### src/status_regs_pkg.sv
// Package for the checksum and miscellaneous status register bank.
// Assumes 24-bit register words and 6-bit register indices.
`default_nettype none
package status_regs_pkg;
  localparam int unsigned REG_W = 24;
  localparam int unsigned ADDR_W = 6;
  // Register indices
  localparam logic [5:0] CHECKSUM_IDX = 6'h03;
  localparam logic [5:0] MISC_STATUS_IDX = 6'h04;
  localparam logic [5:0] INT_STATUS_IDX = 6'h01;
  // Reset values
  localparam logic [15:0] CHECKSUM_RESET = 16'hffff;
  localparam logic [23:0] MISC_STATUS_RESET = 24'h000000;
  // Field positions in the miscellaneous status word
  localparam int unsigned HOT_SHUTDOWN_POS = 0;
  localparam int unsigned HOT_WARNING_POS = 1;
  localparam int unsigned OVERVOLTAGE_POS = 2;
  localparam int unsigned UNDERVOLTAGE_POS = 3;
  localparam int unsigned BAND_A_POS = 4;
  localparam int unsigned BAND_B_POS = 6;
  localparam int unsigned SOURCE0_POS = 8;
  localparam int unsigned SOURCE1_POS = 9;
  localparam int unsigned SINK2_POS = 10;
  localparam int unsigned SINK3_POS = 11;
  localparam int unsigned CONV_FAULT_POS = 12;
  // Interrupt status bit for temperature warning changes
  localparam int unsigned HOT_WARNING_EVENT_POS = 5;
  // Band level encodings
  localparam logic [1:0] LEVEL_BELOW = 2'h0;
  localparam logic [1:0] LEVEL_BETWEEN = 2'h1;
  localparam logic [1:0] LEVEL_ABOVE = 2'h2;
endpackage : status_regs_pkg
`default_nettype wire

### src/band_classifier.sv
// Classifies a supply level against a low and a high threshold.
// Assumes both comparator inputs are already synchronised to clk.
`default_nettype none
module band_classifier (
  input wire logic clk,
  input wire logic rst_n,
  input wire logic at_or_above_low,
  input wire logic at_or_above_high,
  output logic [1:0] level
);
  logic [1:0] level_r;
  logic [1:0] level_nxt;

  // High wins; code 3 never produced
  assign level_nxt = at_or_above_high ? status_regs_pkg::LEVEL_ABOVE :
                     at_or_above_low ? status_regs_pkg::LEVEL_BETWEEN :
                     status_regs_pkg::LEVEL_BELOW;

  // Registered so the field only changes on a clock edge
  always_ff @(posedge clk or negedge rst_n) begin
    if (!rst_n) begin
      level_r <= status_regs_pkg::LEVEL_BELOW;
    end else begin
      level_r <= level_nxt;
    end
  end

  assign level = level_r;
endmodule : band_classifier
`default_nettype wire

### src/status_regs.sv
// Read-only checksum and miscellaneous status registers.
// Assumes analog conditions arrive asynchronously and are synchronised
// here; the checksum comes from same-clock logic with a valid strobe.
// Function
// [RL1] Checksum register returns the 16-bit CRC in bits 15-0, resets all ones.
// [RL2] Misc status shows non-switch conditions; bits 23-13 read zero.
// [RL3] Bit 12 reads one when the converter self-diagnostic found an error.
// [RL4] Bits 11 and 10 flag abnormal current sink on input 3 and 2.
// [RL5] Bits 9 and 8 flag abnormal current source on input 1 and 0.
// [RL6] Bits 7-6 encode supply against band A thresholds: 0,1,2; 3 unused.
// [RL7] Bits 5-4 encode supply against band B thresholds the same way.
// [RL8] Bit 3 reads one while supply is below under-voltage threshold.
// [RL9] Bit 2 reads one while supply is above over-voltage threshold.
// [RL10] Bit 1 reads one while junction is above warning temperature.
// [RL11] Bit 0 reads one while junction is above shutdown temperature.
// [RL12] Both registers are read only; misc status resets to zero.
// [RL13] Controller compares the checksum with its own calculation.
// [RL14] Warning set or clear also sets clear-on-read interrupt bit 5.
// [RL15] Misc status tracks live and is not altered by reading.
`default_nettype none
module status_regs (
  input wire logic clk,
  input wire logic reset_n,
  // Register access port
  input wire logic rd_en,
  input wire logic wr_en,
  input wire logic [5:0] addr,
  input wire logic [23:0] wr_data,
  output logic [23:0] rd_data,
  output logic rd_hit,
  // Checksum from the configuration CRC engine, same clock
  input wire logic crc_valid,
  input wire logic [15:0] crc_value,
  // Asynchronous condition inputs
  input wire logic conv_fault,
  input wire logic sink3_fault,
  input wire logic sink2_fault,
  input wire logic source1_fault,
  input wire logic source0_fault,
  input wire logic band_a_low_threshold,
  input wire logic band_a_high_threshold,
  input wire logic band_b_low_threshold,
  input wire logic band_b_high_threshold,
  input wire logic undervoltage_level,
  input wire logic overvoltage_level,
  input wire logic hot_warning_level,
  input wire logic hot_shutdown_level,
  // Clear-on-read temperature warning change flag
  output logic hot_warning_event
);
  localparam int unsigned NSYNC = 11;

  logic rst_meta_r;
  logic rst_sync_r;
  logic rst_n;
  logic [NSYNC-1:0] cond_raw;
  logic [NSYNC-1:0] cond_meta_r;
  logic [NSYNC-1:0] cond_sync_r;
  logic [NSYNC-1:0] cond_r;
  logic [15:0] checksum_r;
  logic [15:0] checksum_nxt;
  logic [1:0] band_a_level;
  logic [1:0] band_b_level;
  logic [23:0] misc_word;
  logic [23:0] checksum_word;
  logic [23:0] rd_data_r;
  logic [23:0] rd_data_nxt;
  logic rd_hit_r;
  logic warn_prev_r;
  logic warn_change;
  logic event_r;
  logic event_nxt;
  logic int_read;
  logic hit_checksum;
  logic hit_misc;
  logic hit_int;
  logic unused_wr;

  // Reset release through two flip-flops, assertion stays asynchronous
  always_ff @(posedge clk or negedge reset_n) begin
    if (!reset_n) begin
      rst_meta_r <= 1'b0;
      rst_sync_r <= 1'b0;
    end else begin
      rst_meta_r <= 1'b1;
      rst_sync_r <= rst_meta_r;
    end
  end
  assign rst_n = rst_sync_r;

  // Gather the asynchronous conditions other than the temperature levels for one synchroniser bank
  assign cond_raw = {conv_fault, sink3_fault, sink2_fault, source1_fault,
                     source0_fault, band_a_low_threshold,
                     band_a_high_threshold, band_b_low_threshold,
                     band_b_high_threshold, undervoltage_level,
                     overvoltage_level};

  // Two-stage synchroniser per condition bit; third stage is the live copy
  genvar g;
  generate
    for (g = 0; g < NSYNC; g = g + 1) begin : g_sync
      always_ff @(posedge clk or negedge rst_n) begin
        if (!rst_n) begin
          cond_meta_r[g] <= 1'b0;
          cond_sync_r[g] <= 1'b0;
          cond_r[g] <= 1'b0;
        end else begin
          cond_meta_r[g] <= cond_raw[g];
          cond_sync_r[g] <= cond_meta_r[g];
          cond_r[g] <= cond_sync_r[g]; // RL15
        end
      end
    end
  endgenerate

  // Temperature levels kept apart so the warning edge detector sees
  // only settled copies
  logic [1:0] temp_meta_r;
  logic [1:0] temp_sync_r;
  logic [1:0] temp_r;
  always_ff @(posedge clk or negedge rst_n) begin
    if (!rst_n) begin
      temp_meta_r <= 2'h0;
      temp_sync_r <= 2'h0;
      temp_r <= 2'h0;
    end else begin
      temp_meta_r <= {hot_warning_level, hot_shutdown_level};
      temp_sync_r <= temp_meta_r;
      temp_r <= temp_sync_r; // RL10 RL11
    end
  end

  // Supply band classification, one instance per band
  band_classifier u_band_a (
    .clk(clk),
    .rst_n(rst_n),
    .at_or_above_low(cond_r[5]),
    .at_or_above_high(cond_r[4]),
    .level(band_a_level)
  ); // RL6
  band_classifier u_band_b (
    .clk(clk),
    .rst_n(rst_n),
    .at_or_above_low(cond_r[3]),
    .at_or_above_high(cond_r[2]),
    .level(band_b_level)
  ); // RL7

  // Misc status word; reserved upper bits tied to zero
  always_comb begin
    misc_word = status_regs_pkg::MISC_STATUS_RESET; // RL2
    misc_word[status_regs_pkg::CONV_FAULT_POS] = cond_r[10]; // RL3
    misc_word[status_regs_pkg::SINK3_POS] = cond_r[9]; // RL4
    misc_word[status_regs_pkg::SINK2_POS] = cond_r[8]; // RL4
    misc_word[status_regs_pkg::SOURCE1_POS] = cond_r[7]; // RL5
    misc_word[status_regs_pkg::SOURCE0_POS] = cond_r[6]; // RL5
    misc_word[status_regs_pkg::BAND_B_POS +: 2] = band_a_level; // RL6
    misc_word[status_regs_pkg::BAND_A_POS +: 2] = band_b_level; // RL7
    misc_word[status_regs_pkg::UNDERVOLTAGE_POS] = cond_r[1]; // RL8
    misc_word[status_regs_pkg::OVERVOLTAGE_POS] = cond_r[0]; // RL9
    misc_word[status_regs_pkg::HOT_WARNING_POS] = temp_r[1]; // RL10
    misc_word[status_regs_pkg::HOT_SHUTDOWN_POS] = temp_r[0]; // RL11
  end

  // Checksum holds all ones until the engine reports a result
  assign checksum_nxt = crc_valid ? crc_value : checksum_r;
  always_ff @(posedge clk or negedge rst_n) begin
    if (!rst_n) begin
      checksum_r <= status_regs_pkg::CHECKSUM_RESET; // RL1
    end else begin
      checksum_r <= checksum_nxt; // RL1
    end
  end
  assign checksum_word = {8'h00, checksum_r}; // RL1

  // Address decode
  assign hit_checksum = (addr == status_regs_pkg::CHECKSUM_IDX);
  assign hit_misc = (addr == status_regs_pkg::MISC_STATUS_IDX);
  assign hit_int = (addr == status_regs_pkg::INT_STATUS_IDX);
  assign int_read = rd_en && hit_int;

  // Warning changes in either direction raise the event flag;
  // a change in the same cycle as the clearing read wins
  assign warn_change = temp_r[1] ^ warn_prev_r;
  assign event_nxt = warn_change ? 1'b1 : (int_read ? 1'b0 : event_r);
  always_ff @(posedge clk or negedge rst_n) begin
    if (!rst_n) begin
      warn_prev_r <= 1'b0;
      event_r <= 1'b0;
    end else begin
      warn_prev_r <= temp_r[1];
      event_r <= event_nxt; // RL14
    end
  end
  assign hot_warning_event = event_r;

  // Read data: one cycle after rd_en; unmapped reads return zero.
  // The interrupt index returns only the warning change bit here.
  always_comb begin
    rd_data_nxt = 24'h000000;
    if (hit_checksum) begin
      rd_data_nxt = checksum_word;
    end else if (hit_misc) begin
      rd_data_nxt = misc_word; // RL15
    end else if (hit_int) begin
      rd_data_nxt[status_regs_pkg::HOT_WARNING_EVENT_POS] = event_r;
    end
  end

  always_ff @(posedge clk or negedge rst_n) begin
    if (!rst_n) begin
      rd_data_r <= 24'h000000;
      rd_hit_r <= 1'b0;
    end else begin
      rd_data_r <= rd_en ? rd_data_nxt : rd_data_r;
      rd_hit_r <= rd_en && (hit_checksum || hit_misc || hit_int);
    end
  end
  assign rd_data = rd_data_r;
  assign rd_hit = rd_hit_r;

  // Writes land nowhere: every field here is read only
  assign unused_wr = wr_en ^ (^wr_data); // RL12
endmodule : status_regs
`default_nettype wire

### config.mk
export PLATFORM = sky130hd
export DESIGN_NAME = status_regs
export DESIGN_NICKNAME = d
export VERILOG_FILES = /design/src/status_regs_pkg.sv /design/src/band_classifier.sv /design/src/status_regs.sv
export SDC_FILE = /design/constraint.sdc
export NUM_CORES = 1
export LEC_CHECK = 0
export ABC_AREA = 1
export BUFFER_PORTS_ARGS = -buffer_cell sky130_fd_sc_hd__buf_2
export CAP_MARGIN = 10
export CORE_MARGIN = 2
export CORE_UTILIZATION = 40
export CTS_CLUSTER_DIAMETER = 60
export DETAILED_ROUTE_END_ITERATION = 6
export PLACE_DENSITY_LB_ADDON = 0.3
export SLEW_MARGIN = 20
export SYNTH_ARGS = -nofsm -noshare
export SYNTH_HDL_FRONTEND = slang
export SYNTH_SLANG_ARGS = --single-unit
export TNS_END_PERCENT = 5
### constraint.sdc
create_clock -name clk -period 2.94 [get_ports clk]
set_input_delay 0.735 -clock clk [delete_from_list [all_inputs] [get_ports clk]]
set_output_delay 0.735 -clock clk [all_outputs]
set_load 0.05 [all_outputs]
==> impl_metrics.sql, run 1 <==
INSERT INTO impl_metrics (metric_group, metric, value, unit) VALUES
('setup_path', 'worstPathRequired', '2.20', 'ns'),
('timing', 'rsz0062_at_grt', 'false', ''),
('timing', 'setup_viol', '0', ''),
('power', 'power_per_cell_area', '651', 'nW/um2'),
('drt', 'wire_per_inst', '11.0', 'um'),
('global_routing', 'initial_antenna_violation_count', '0', ''),
('layout', 'layout.cells.most_common_list', 'sky130_fd_sc_hd__dfrtp_1 (63), sky130_fd_sc_hd__buf_2 (56), sky130_fd_sc_hd__nand2_1 (47)', ''),
('run_status', 'outcome', 'completed', ''),
('power', 'power_switching', '0.495', 'mW'),
('timing', 'worst_clock_skew', '0.00595', 'ns'),
('drt', 'drc_violations_left', '0', ''),
('timing', 'max_freq', '579', 'MHz'),
('die', 'die_h', '88.2', 'um'),
('drt', 'drtIter0Drc', '89', ''),
('placed_design', 'place_congestion', '0.841', ''),
('run', 'maxCapViolations', '0', ''),
('setup_path', 'crit_chain', 'buf_2', ''),
('layout', 'final_core_util', '49.5', '%'),
('global_routing', 'grt.overflow.total', '0', ''),
('timing', 'setup_ws', '1.21', 'ns'),
('logic_synthesis', 'synth.top_cells.by_area', 'sky130_fd_sc_hd__dfrtp_1 (56%), sky130_fd_sc_hd__dfstp_2 (15%), sky130_fd_sc_hd__nand2_1 (6.2%)', ''),
('drt', 'postRouteWirelength', '4520', 'um'),
('setup_path', 'critical-path-top-delay-family', 'flip-flops', ''),
('global_routing', 'use_met2', '17.8', '%'),
('layout', 'most_common_cell_after_layout_fill_and_taps_aside', 'sky130_fd_sc_hd__dfrtp_1', ''),
('timing', 'final.min_clock_period', '1.73', 'ns'),
('placed_design', 'worst_setup_timing_slack_at_the_placement_stage', '1.08', 'ns'),
('clocking', 'cts_hold_fix_bufs', '0', ''),
('logic_synthesis', 'cell_area_after_synthesis', '2840', 'um2'),
('logic_synthesis', 'netlist-cell-type-count', '22', ''),
('global_routing', 'grt_start_max_net_pins', '79', ''),
('setup_path', 'crit_buf_inv', '1', ''),
('die', 'initial_utilization', '41.5', '%'),
('layout', 'finish.net_count', '373', ''),
('logic_synthesis', 'yosys_warnings', '0', ''),
('layout', 'post_route_cells_drive_above_1_share', '32.2', '%'),
('power', 'power_frac_clock', '39.8', '%'),
('global_routing', 'gr-usage-met1', '17.2', '%'),
('timing', 'fin_crit_sh', '58.8', '%'),
('timing', 'setup_total_negative_slack', '0', 'ns'),
('global_routing', 'grtUsageMet3', '5.13', '%'),
('clocking', 'clock_tree.htree_level_count', '3', ''),
('clocking', 'clock_path_buffers', '2', ''),
('timing', 'max_slew_margin', '37.1', '%'),
('power', 'cell_internal_power', '1.71', 'mW'),
('timing', 'hold_ws', '0.162', 'ns'),
('timing', 'hold_viol', '0', ''),
('placed_design', 'dp_cell_count', '394', ''),
('logic_synthesis', 'synth-seq-area-share', '71.3', '%'),
('clocking', 'numCtsBuffers', '9', ''),
('setup_path', 'cp_max_fo', '3', ''),
('placed_design', 'postPlaceCellArea', '3160', 'um2'),
('logic_synthesis', 'syn_inst', '251', ''),
('power', 'p_sw_share', '22.5', '%'),
('drt', 'dr_total_vias', '1687', ''),
('clocking', 'cts.clk_slew.worst_paths', '0.08', 'ns'),
('die', 'coreArea', '6830', 'um2'),
('drt', 'number_of_routed_nets_with_antenna_violations', '0', ''),
('die', 'fp-row-count', '30', ''),
('power', 'vdd_drop_max', '265', 'uV'),
('placed_design', 'io_buffers', '56', ''),
('die', 'die_extent_in_x', '88.2', 'um'),
('clocking', 'post-cts-setup-buffers', '0', ''),
('global_routing', 'grt.busiest_layer', 'met2', ''),
('layout', 'antennaDiodeCount', '0', ''),
('worst_hold_path', 'hold_path_class', 'input port to async pin', ''),
('clocking', 'tritoncts_num_sinks', '80', ''),
('logic_synthesis', 'ys_ff_latch', '80', ''),
('clocking', 'clock_insertion_delay_at_the_later_pin_of_the_skew_report', '0.34', 'ns'),
('die', 'top_level_pins', '90', ''),
('clocking', 'ctsRootBufferMaster', 'sky130_fd_sc_hd__clkbuf_8', '');
[metal layers]
layer  vias to the layer above  share of wire (%)
li1                        861                  -
met1                       769                 49
met2                        46                 43
met3                        11                5.4
met4                         0                2.7
met5                         -                  0
[final cells by class]
class / instances / area, um2
well taps: 96 / 120
inverters: 33 / 124
repair buffers: 56 / 280
clock buffers: 11 / 141
fillers: 661 / 3450
flip-flops and latches: 80 / 2030
multi-input cells: 129 / 611
clock inverters: 5 / 81.3
[flip-flops by register name (all words and copies together) (netlist names), 2 cells and up]
| register | count |
|---|---|
| temp_meta_r | 2 |
| cond_sync_r | 11 |
| u_band_b.level | 2 |
| cond_r | 11 |
| temp_sync_r | 2 |
| u_band_a.level | 2 |
| rd_data | 16 |
| cond_meta_r | 11 |
| checksum_r | 16 |
| temp_r | 2 |
[synthesized netlist by cell type]
master and instances:
sky130_fd_sc_hd__a31oi_1 1, sky130_fd_sc_hd__buf_2 2, sky130_fd_sc_hd__buf_4 8, sky130_fd_sc_hd__buf_6 2
sky130_fd_sc_hd__clkbuf_1 4, sky130_fd_sc_hd__conb_1 2, sky130_fd_sc_hd__dfrtp_1 64, sky130_fd_sc_hd__dfstp_2 16
sky130_fd_sc_hd__inv_1 33, sky130_fd_sc_hd__mux2_2 1, sky130_fd_sc_hd__nand2_1 47, sky130_fd_sc_hd__nand3_1 2
sky130_fd_sc_hd__nand3_2 1, sky130_fd_sc_hd__nand3_4 1, sky130_fd_sc_hd__nand4_1 2, sky130_fd_sc_hd__nor2_1 26
sky130_fd_sc_hd__nor2_2 6, sky130_fd_sc_hd__nor2_4 1, sky130_fd_sc_hd__o21ai_0 15, sky130_fd_sc_hd__o21ai_1 13
sky130_fd_sc_hd__o31ai_2 3, sky130_fd_sc_hd__xnor2_1 1
[worst paths after layout]
check	slack, ns	from	to	cells past startpoint
max	1.21	hot_warning_event$_DFFE_PN0P_	hot_warning_event	1
min	0.16	reset_n	rst_n$_DFF_PN0_	1
max reg2reg	1.85	rst_n$_DFF_PN0_	rd_data[6]$_DFFE_PN0P_	0
min reg2reg	0.35	cond_sync_r[8]$_DFF_PN0_	cond_r[8]$_DFF_PN0_	0
max in group asynchronous	1.85	rst_n$_DFF_PN0_	rd_data[6]$_DFFE_PN0P_	0
min in group clk	0.35	cond_sync_r[8]$_DFF_PN0_	cond_r[8]$_DFF_PN0_	0
[power groups by stage]
stage               Sequential (mW)  Combinational (mW)  Clock, mW
global route                   1.21               0.138      0.952
CTS                            1.21               0.124      0.903
finish                         1.20               0.123      0.877
detailed placement             1.23               0.124          0
global placement               1.22               0.122          0
floorplan                      1.23              0.0814          0
[kinds of logic (layout without fill, tap and decap cells)]
| logic type | after synthesis | in the layout | share of synthesized area (%) |
|---|---|---|---|
| simple gates | 86 | 86 | 13.1 |
| flops | 80 | 80 | 71.3 |
| buf+inv | 49 | 105 | 8.16 |
| compound gates | 32 | 32 | 6.48 |
| other cells | 2 | 9 | 0.265 |
| xor+xnor | 1 | 1 | 0.309 |
| mux | 1 | 1 | 0.397 |
No activity file was read; power rests on OpenSTA's default activity.
==> inputs of run 2 (changes only) <==
--- a/config.mk
+++ b/config.mk
@@ -5,7 +5,7 @@
 export SDC_FILE = /design/constraint.sdc
 export NUM_CORES = 1
 export LEC_CHECK = 0
-export ABC_AREA = 1
+export ABC_AREA = 0
 export BUFFER_PORTS_ARGS = -buffer_cell sky130_fd_sc_hd__buf_2
 export CAP_MARGIN = 10
 export CORE_MARGIN = 2
==> constraint.sdc (replaced) <==
create_clock -name clk -period 1.8 [get_ports clk]
set_input_delay 0.45 -clock clk [delete_from_list [all_inputs] [get_ports clk]]
set_output_delay 0.45 -clock clk [all_outputs]
set_load 0.05 [all_outputs]
==> impl_metrics.sql, run 2 <==
INSERT INTO impl_metrics (metric_group, metric, value, unit) VALUES
('logic_synthesis', 'async_flop_share', '100', '%'),
('placed_design', 'worst_setup_timing_slack_at_the_placement_stage', '0.117', 'ns'),
('timing', 'hold_viol', '0', ''),
('clocking', 'ctsRootBufferMaster', 'sky130_fd_sc_hd__clkbuf_8', ''),
('die', 'top_level_pins', '90', ''),
('setup_path', 'r2r_setup_slack', '0.94', 'ns'),
('logic_synthesis', 'netlist-cell-type-count', '30', ''),
('drt', 'drtIter0Drc', '93', ''),
('logic_synthesis', 'synth-seq-area-share', '73.1', '%'),
('die', 'die_extent_in_x', '87.1', 'um'),
('logic_synthesis', 'synth_enable_flop_cells', '0', ''),
('power', 'power_frac_clock', '42.1', '%'),
('drt', 'wire_per_inst', '12.5', 'um'),
('power', 'p_sw_share', '22.5', '%'),
('power', 'vdd_drop_max', '627', 'uV'),
('setup_path', 'cp.arrival', '0.97', 'ns'),
('layout', 'antennaDiodeCount', '0', ''),
('die', 'floorplan.die_area', '7590', 'um2'),
('logic_synthesis', 'ys_ff_latch', '80', ''),
('logic_synthesis', 'synthesis.area_per_instance', '13.6', 'um2'),
('layout', 'most_common_cell_after_layout_fill_and_taps_aside', 'sky130_fd_sc_hd__dfrtp_1', ''),
('power', 'power.share.sequential', '51.7', '%'),
('global_routing', 'grt_usage', '13.2', '%'),
('logic_synthesis', 'cell_area_after_synthesis', '2770', 'um2'),
('setup_path', 'critPathMaxStageDelay', '0.36', 'ns'),
('clocking', 'numCtsBuffers', '9', ''),
('global_routing', 'grtUsageMet3', '3.98', '%'),
('setup_path', 'worstPathRequired', '1.35', 'ns'),
('setup_path', 'cp-end-kind', 'primary output', ''),
('timing', 'rsz0062_at_grt', 'false', ''),
('clocking', 'post-cts-setup-buffers', '0', ''),
('clocking', 'cts_tree', 'done', ''),
('drt', 'number_of_routed_nets_with_antenna_violations', '0', ''),
('placed_design', 'detailedPlacementHpwl', '2990', 'um'),
('die', 'initial_utilization', '40.9', '%'),
('global_routing', 'initial_antenna_violation_count', '0', ''),
('setup_path', 'cp_max_fo', '2', ''),
('logic_synthesis', 'yosys_warnings', '0', ''),
('layout', 'layout.cells.most_common_list', 'sky130_fd_sc_hd__dfrtp_1 (63), sky130_fd_sc_hd__buf_2 (56), sky130_fd_sc_hd__nand2_1 (27)', ''),
('global_routing', 'grt_start_max_net_pins', '35', ''),
('timing', 'setup_ws', '0.380', 'ns'),
('die', 'coreArea', '6760', 'um2'),
('global_routing', 'grt.busiest_layer', 'met2', ''),
('logic_synthesis', 'yosysMostFrequentCell', 'sky130_fd_sc_hd__dfrtp_1', ''),
('placed_design', 'place_congestion', '0.767', ''),
('placed_design', 'io_buffers', '56', ''),
('drt', 'postRouteWirelength', '4440', 'um'),
('setup_path', 'worstReg2RegStart', 'rst_n$_DFF_PN0_', ''),
('clocking', 'cts.clk_slew.worst_paths', '0.09', 'ns'),
('setup_path', 'critical_path_class', 'flip-flop to primary output', ''),
('die', 'die_h', '87.1', 'um'),
('timing', 'setup_viol', '0', ''),
('setup_path', 'crit_buf_inv', '1', ''),
('power', 'power_switching', '0.848', 'mW'),
('drt', 'avgViaCountPerCell', '4.51', ''),
('logic_synthesis', 'synth_top_area_share', '57.9', '%'),
('power', 'p_comb_share', '6.2', '%'),
('timing', 'setup_total_negative_slack', '0', 'ns'),
('clocking', 'clock_insertion_delay_at_the_later_pin_of_the_skew_report', '0.34', 'ns'),
('global_routing', 'gr-usage-met1', '17.2', '%'),
('setup_path', 'critical_path.reg2reg.endpoint', 'temp_sync_r[0]$_DFF_PN0_', ''),
('drt', 'detailed_routing_iterations_pass_1', '4', ''),
('power', 'power_per_cell_area', '1110', 'nW/um2'),
('timing', 'final.min_clock_period', '1.42', 'ns'),
('setup_path', 'start_kind', 'flip-flop', ''),
('drt', 'drc_violations_left', '0', ''),
('timing', 'timing_max_transition_violations_final', '0', ''),
('logic_synthesis', 'synth.top_cells.by_area', 'sky130_fd_sc_hd__dfrtp_1 (58%), sky130_fd_sc_hd__dfstp_2 (15%), sky130_fd_sc_hd__o221ai_2 (3.8%)', ''),
('worst_hold_path', 'worst_hold_startpoint', 'band_a_low_threshold', ''),
('clocking', 'cts-resized-gates', '0', ''),
('setup_path', 'cp_slowest_cell', 'sky130_fd_sc_hd__dfrtp_1', ''),
('timing', 'worst_clock_skew', '0.00692', 'ns'),
('layout', 'finish.net_count', '334', ''),
('worst_hold_path', 'worstHoldEndpoint', 'cond_meta_r[5]$_DFF_PN0_', ''),
('drt', 'dr_total_vias', '1601', ''),
('logic_synthesis', 'syn_inst', '204', ''),
('layout', 'syn2layout_area_growth', '22.5', '%'),
('run_status', 'outcome', 'completed', ''),
('power', 'total_leakage_power', '1.63', 'nW'),
('worst_hold_path', 'hold_path_class', 'input port to flip-flop', ''),
('timing', 'hold_ws', '0.213', 'ns'),
('clocking', 'clock_tree.htree_level_count', '3', ''),
('setup_path', 'worst_r2r_path_depth', '1', ''),
('die', 'fp-row-count', '30', ''),
('worst_hold_path', 'min_path_cells', '1', ''),
('global_routing', 'use_met2', '20.1', '%'),
('clocking', 'tritoncts_num_sinks', '80', ''),
('logic_synthesis', 'synth_ff_type', 'sky130_fd_sc_hd__dfrtp_1', ''),
('global_routing', 'vias_in_the_first_global_route', '1595', ''),
('layout', 'post_route_cells_drive_above_1_share', '38.2', '%'),
('run', 'maxCapViolations', '0', ''),
('setup_path', 'critical-path-top-delay-family', 'flip-flops', ''),
('setup_path', 'crit_chain', 'buf_2', ''),
('timing', 'max_freq', '704', 'MHz'),
('global_routing', 'grt.overflow.total', '0', ''),
('global_routing', 'global_route_wire_length_before_repair', '7490', 'um'),
('logic_synthesis', 'yosysTopAreaCell', 'sky130_fd_sc_hd__dfrtp_1', ''),
('logic_synthesis', 'cell_types_with_the_highest_counts_after_synthesis', 'sky130_fd_sc_hd__dfrtp_1 (64), sky130_fd_sc_hd__nand2_1 (27), sky130_fd_sc_hd__inv_1 (19)', ''),
('timing', 'fin_crit_sh', '78.9', '%'),
('clocking', 'cts_hold_fix_bufs', '1', ''),
('power', 'cell_internal_power', '2.93', 'mW'),
('clocking', 'clock_path_buffers', '2', '');
-- run 2: cell families (layout without fill, tap and decap cells) --
group                     Yosys count  after routing  share of synthesized area [%]
DFF                                80             80                           73.1
buffers and inverters              36            100                           6.88
xor gates and xnor gates            1              1                          0.317
and+or+nand+nor                    49             49                           8.78
muxes                               1              1                          0.407
AOI/OAI and AO/OA                  35             35                           10.2
other                               2              9                          0.272
-- run 2: layout make-up --
type / count / area (um2)
Fill cell: 610 / 3370
Sequential cell: 80 / 2030
Multi-Input combinational cell: 95 / 579
Timing Repair Buffer: 65 / 363
Clock inverter: 7 / 125
Clock buffer: 9 / 124
Tap cell: 80 / 100
Inverter: 19 / 71.3
-- run 2: through the flow --
stage               power (mW)  std cells  utilization, %  cell area [um2]
floorplan                 2.14        211               -             2790
global placement          2.22        338            46.3             3130
detailed placement        2.22        338            46.3             3130
CTS                       3.83        355            50.1             3390
global route              3.95        355            50.1             3390
finish                    3.77        355            50.1             3390
-- run 2: worst max path at each step --
stage / start / end / depth (start not counted)
floorplan: addr[5] / rd_data[10]$_DFFE_PN0P_ / 5
global placement: addr[5] / rd_data[4]$_DFFE_PN0P_ / 5
detailed placement: addr[5] / rd_data[4]$_DFFE_PN0P_ / 5
CTS: rd_data[3]$_DFFE_PN0P_ / rd_data[3] / 1
global route: hot_warning_event$_DFFE_PN0P_ / hot_warning_event / 1
finish: rd_data[4]$_DFFE_PN0P_ / rd_data[4] / 1
-- run 2: metal layers --
metal / vias to the layer above / routed length, um
li1: 783 / -
met4: 0 / 60
met3: 5 / 195
met1: 774 / 2050
met2: 39 / 2120
met5: - / 0
-- run 2: power groups by stage --
stage | clock [mW] | sequential [mW] | combinational [mW]
final | 1.59 | 1.95 | 0.234
after detailed placement | 0 | 1.99 | 0.236
after floorplan | 0 | 2.01 | 0.130
after global placement | 0 | 1.98 | 0.231
after global routing | 1.73 | 1.96 | 0.264
after CTS | 1.63 | 1.95 | 0.239
==> inputs of run 3 (changes only) <==
==> constraint.sdc (replaced) <==
create_clock -name clk -period 1.4 [get_ports clk]
set_input_delay 0.35 -clock clk [delete_from_list [all_inputs] [get_ports clk]]
set_output_delay 0.35 -clock clk [all_outputs]
set_load 0.05 [all_outputs]
==> impl_metrics.sql, run 3 (synthesized netlist as in run 2, its figures left out) <==
INSERT INTO impl_metrics (metric_group, metric, value, unit) VALUES
('run_status', 'outcome', 'completed', ''),
('timing', 'timing_max_transition_violations_final', '0', ''),
('drt', 'postRouteWirelength', '4460', 'um'),
('setup_path', 'worstPathRequired', '1.05', 'ns'),
('power', 'power_per_cell_area', '1380', 'nW/um2'),
('global_routing', 'initial_antenna_violation_count', '0', ''),
('setup_path', 'critical_path_class', 'flip-flop to primary output', ''),
('clocking', 'cts.clk_slew.worst_paths', '0.08', 'ns'),
('drt', 'number_of_routed_nets_with_antenna_violations', '0', ''),
('die', 'fp-row-count', '30', ''),
('die', 'die_extent_in_x', '87.1', 'um'),
('timing', 'hold_ws', '0.105', 'ns'),
('placed_design', 'worst_setup_timing_slack_at_the_placement_stage', '-0.159', 'ns'),
('drt', 'drc_violations_left', '0', ''),
('die', 'top_level_pins', '90', ''),
('placed_design', 'io_buffers', '56', ''),
('worst_hold_path', 'hold_path_class', 'input port to flip-flop', ''),
('timing', 'setup_viol', '0', ''),
('setup_path', 'crit_chain', 'buf_2', ''),
('drt', 'wire_per_inst', '12.5', 'um'),
('timing', 'fin_crit_sh', '95.2', '%'),
('setup_path', 'crit_buf_inv', '1', ''),
('global_routing', 'vias_in_the_first_global_route', '1601', ''),
('timing', 'final.min_clock_period', '1.33', 'ns'),
('die', 'coreArea', '6760', 'um2'),
('global_routing', 'grt_usage', '13.3', '%'),
('clocking', 'post-cts-setup-buffers', '0', ''),
('layout', 'finish.net_count', '336', ''),
('die', 'floorplan.die_area', '7590', 'um2'),
('layout', 'post_route_cells_drive_above_1_share', '38.6', '%'),
('placed_design', 'detailedPlacementHpwl', '3080', 'um'),
('die', 'die_h', '87.1', 'um'),
('drt', 'detailed_routing_iterations_pass_1', '4', ''),
('global_routing', 'grt.overflow.total', '0', ''),
('power', 'vdd_drop_max', '636', 'uV'),
('global_routing', 'grtUsageMet3', '4.08', '%'),
('setup_path', 'cp-end-kind', 'primary output', ''),
('setup_path', 'cp_max_fo', '2', ''),
('die', 'initial_utilization', '40.9', '%'),
('global_routing', 'gr-usage-met1', '18.6', '%'),
('setup_path', 'cp.arrival', '0.98', 'ns'),
('placed_design', 'place_congestion', '0.768', ''),
('global_routing', 'grt_start_max_net_pins', '32', ''),
('power', 'total_leakage_power', '1.64', 'nW'),
('layout', 'most_common_cell_after_layout_fill_and_taps_aside', 'sky130_fd_sc_hd__dfrtp_1', ''),
('setup_path', 'cp_slowest_cell', 'sky130_fd_sc_hd__dfrtp_1', ''),
('timing', 'setup_ws', '0.0678', 'ns'),
('timing', 'hold_viol', '0', ''),
('drt', 'drtIter0Drc', '75', ''),
('power', 'post-layout-total-power', '4.69', 'mW'),
('clocking', 'numCtsBuffers', '9', ''),
('clocking', 'tritoncts_num_sinks', '80', ''),
('layout', 'layout.cells.most_common_list', 'sky130_fd_sc_hd__dfrtp_1 (63), sky130_fd_sc_hd__buf_2 (55), sky130_fd_sc_hd__nand2_1 (27)', ''),
('clocking', 'cts_tree', 'done', ''),
('clocking', 'clock_path_buffers', '2', ''),
('timing', 'rsz0062_at_grt', 'false', ''),
('setup_path', 'start_kind', 'flip-flop', ''),
('layout', 'final.fill_count', '592', ''),
('global_routing', 'use_met2', '19.4', '%'),
('timing', 'setup_total_negative_slack', '0', 'ns'),
('clocking', 'clock_tree.htree_level_count', '3', ''),
('setup_path', 'critPathMaxStageDelay', '0.37', 'ns'),
('clocking', 'ctsRootBufferMaster', 'sky130_fd_sc_hd__clkbuf_8', ''),
('timing', 'max_freq', '751', 'MHz'),
('global_routing', 'global_route_wire_length_before_repair', '7610', 'um'),
('drt', 'avgViaCountPerCell', '4.52', ''),
('layout', 'antennaDiodeCount', '0', ''),
('run', 'maxCapViolations', '0', ''),
('drt', 'dr_total_vias', '1613', ''),
('layout', 'syn2layout_area_growth', '23.3', '%'),
('setup_path', 'critical-path-top-delay-family', 'flip-flops', ''),
('timing', 'worst_clock_skew', '0.00595', 'ns'),
('global_routing', 'grt.busiest_layer', 'met2', ''),
('clocking', 'clock_insertion_delay_at_the_later_pin_of_the_skew_report', '0.34', 'ns');
-- run 3: per-layer routing --
metal / routed length, um / share of wire [%]
met1: 2070 / 47
met2: 2080 / 47
met3: 238 / 5.3
met4: 67 / 1.5
met5: 0 / 0
-- run 3: report_power, final --
part / switching, mW / leakage (nW) / internal (mW)
logic: 0.208 / 0.577 / 0.109
registers: 0.0482 / 0.950 / 2.46
clock network: 0.849 / 0.112 / 1.02
-- run 3: path summary, 6_finish.rpt --
path	slack, ns	end	cells past startpoint	from
worst max register to register	0.55	hot_warning_event$_DFFE_PN0P_	2	temp_r[1]$_DFF_PN0_
min in group asynchronous	0.25	cond_meta_r[8]$_DFF_PN0_	0	rst_n$_DFF_PN0_
max in group asynchronous	0.61	checksum_r[6]$_DFFE_PN1P_	1	rst_n$_DFF_PN0_
worst min-delay path	0.11	cond_meta_r[6]$_DFF_PN0_	1	source0_fault
worst max-delay path	0.07	rd_data[3]	1	rd_data[3]$_DFFE_PN0P_
worst min register to register	0.25	cond_meta_r[8]$_DFF_PN0_	0	rst_n$_DFF_PN0_
-- run 3: repair_timing --
item | CTS | global route
endpoints found under the hold margin | 2 | 0
endpoints found under the setup margin | 0 | 1
hold buffers | 1 | 0
resized for setup | 0 | 1
-- run 3: metrics by stage --
step,instance area [um2],instances,util (%)
2_1_floorplan,2790,211,-
3_3_place_gp,3170,340,46.9
3_5_place_dp,3170,340,46.9
4_1_cts,3410,357,50.4
5_1_grt,3410,357,50.5
6_report,3410,357,50.5
-- run 3: layout make-up --
class,instances,area [um2],share of cell area [%]
clock buffer,9,124,3.63
tap,80,100,2.93
timing repair buffer,67,405,11.9
sequential,80,2030,59.4
multi-input combinational,95,579,17.0
clock inverter,7,105,3.08
inverter,19,71.3,2.09
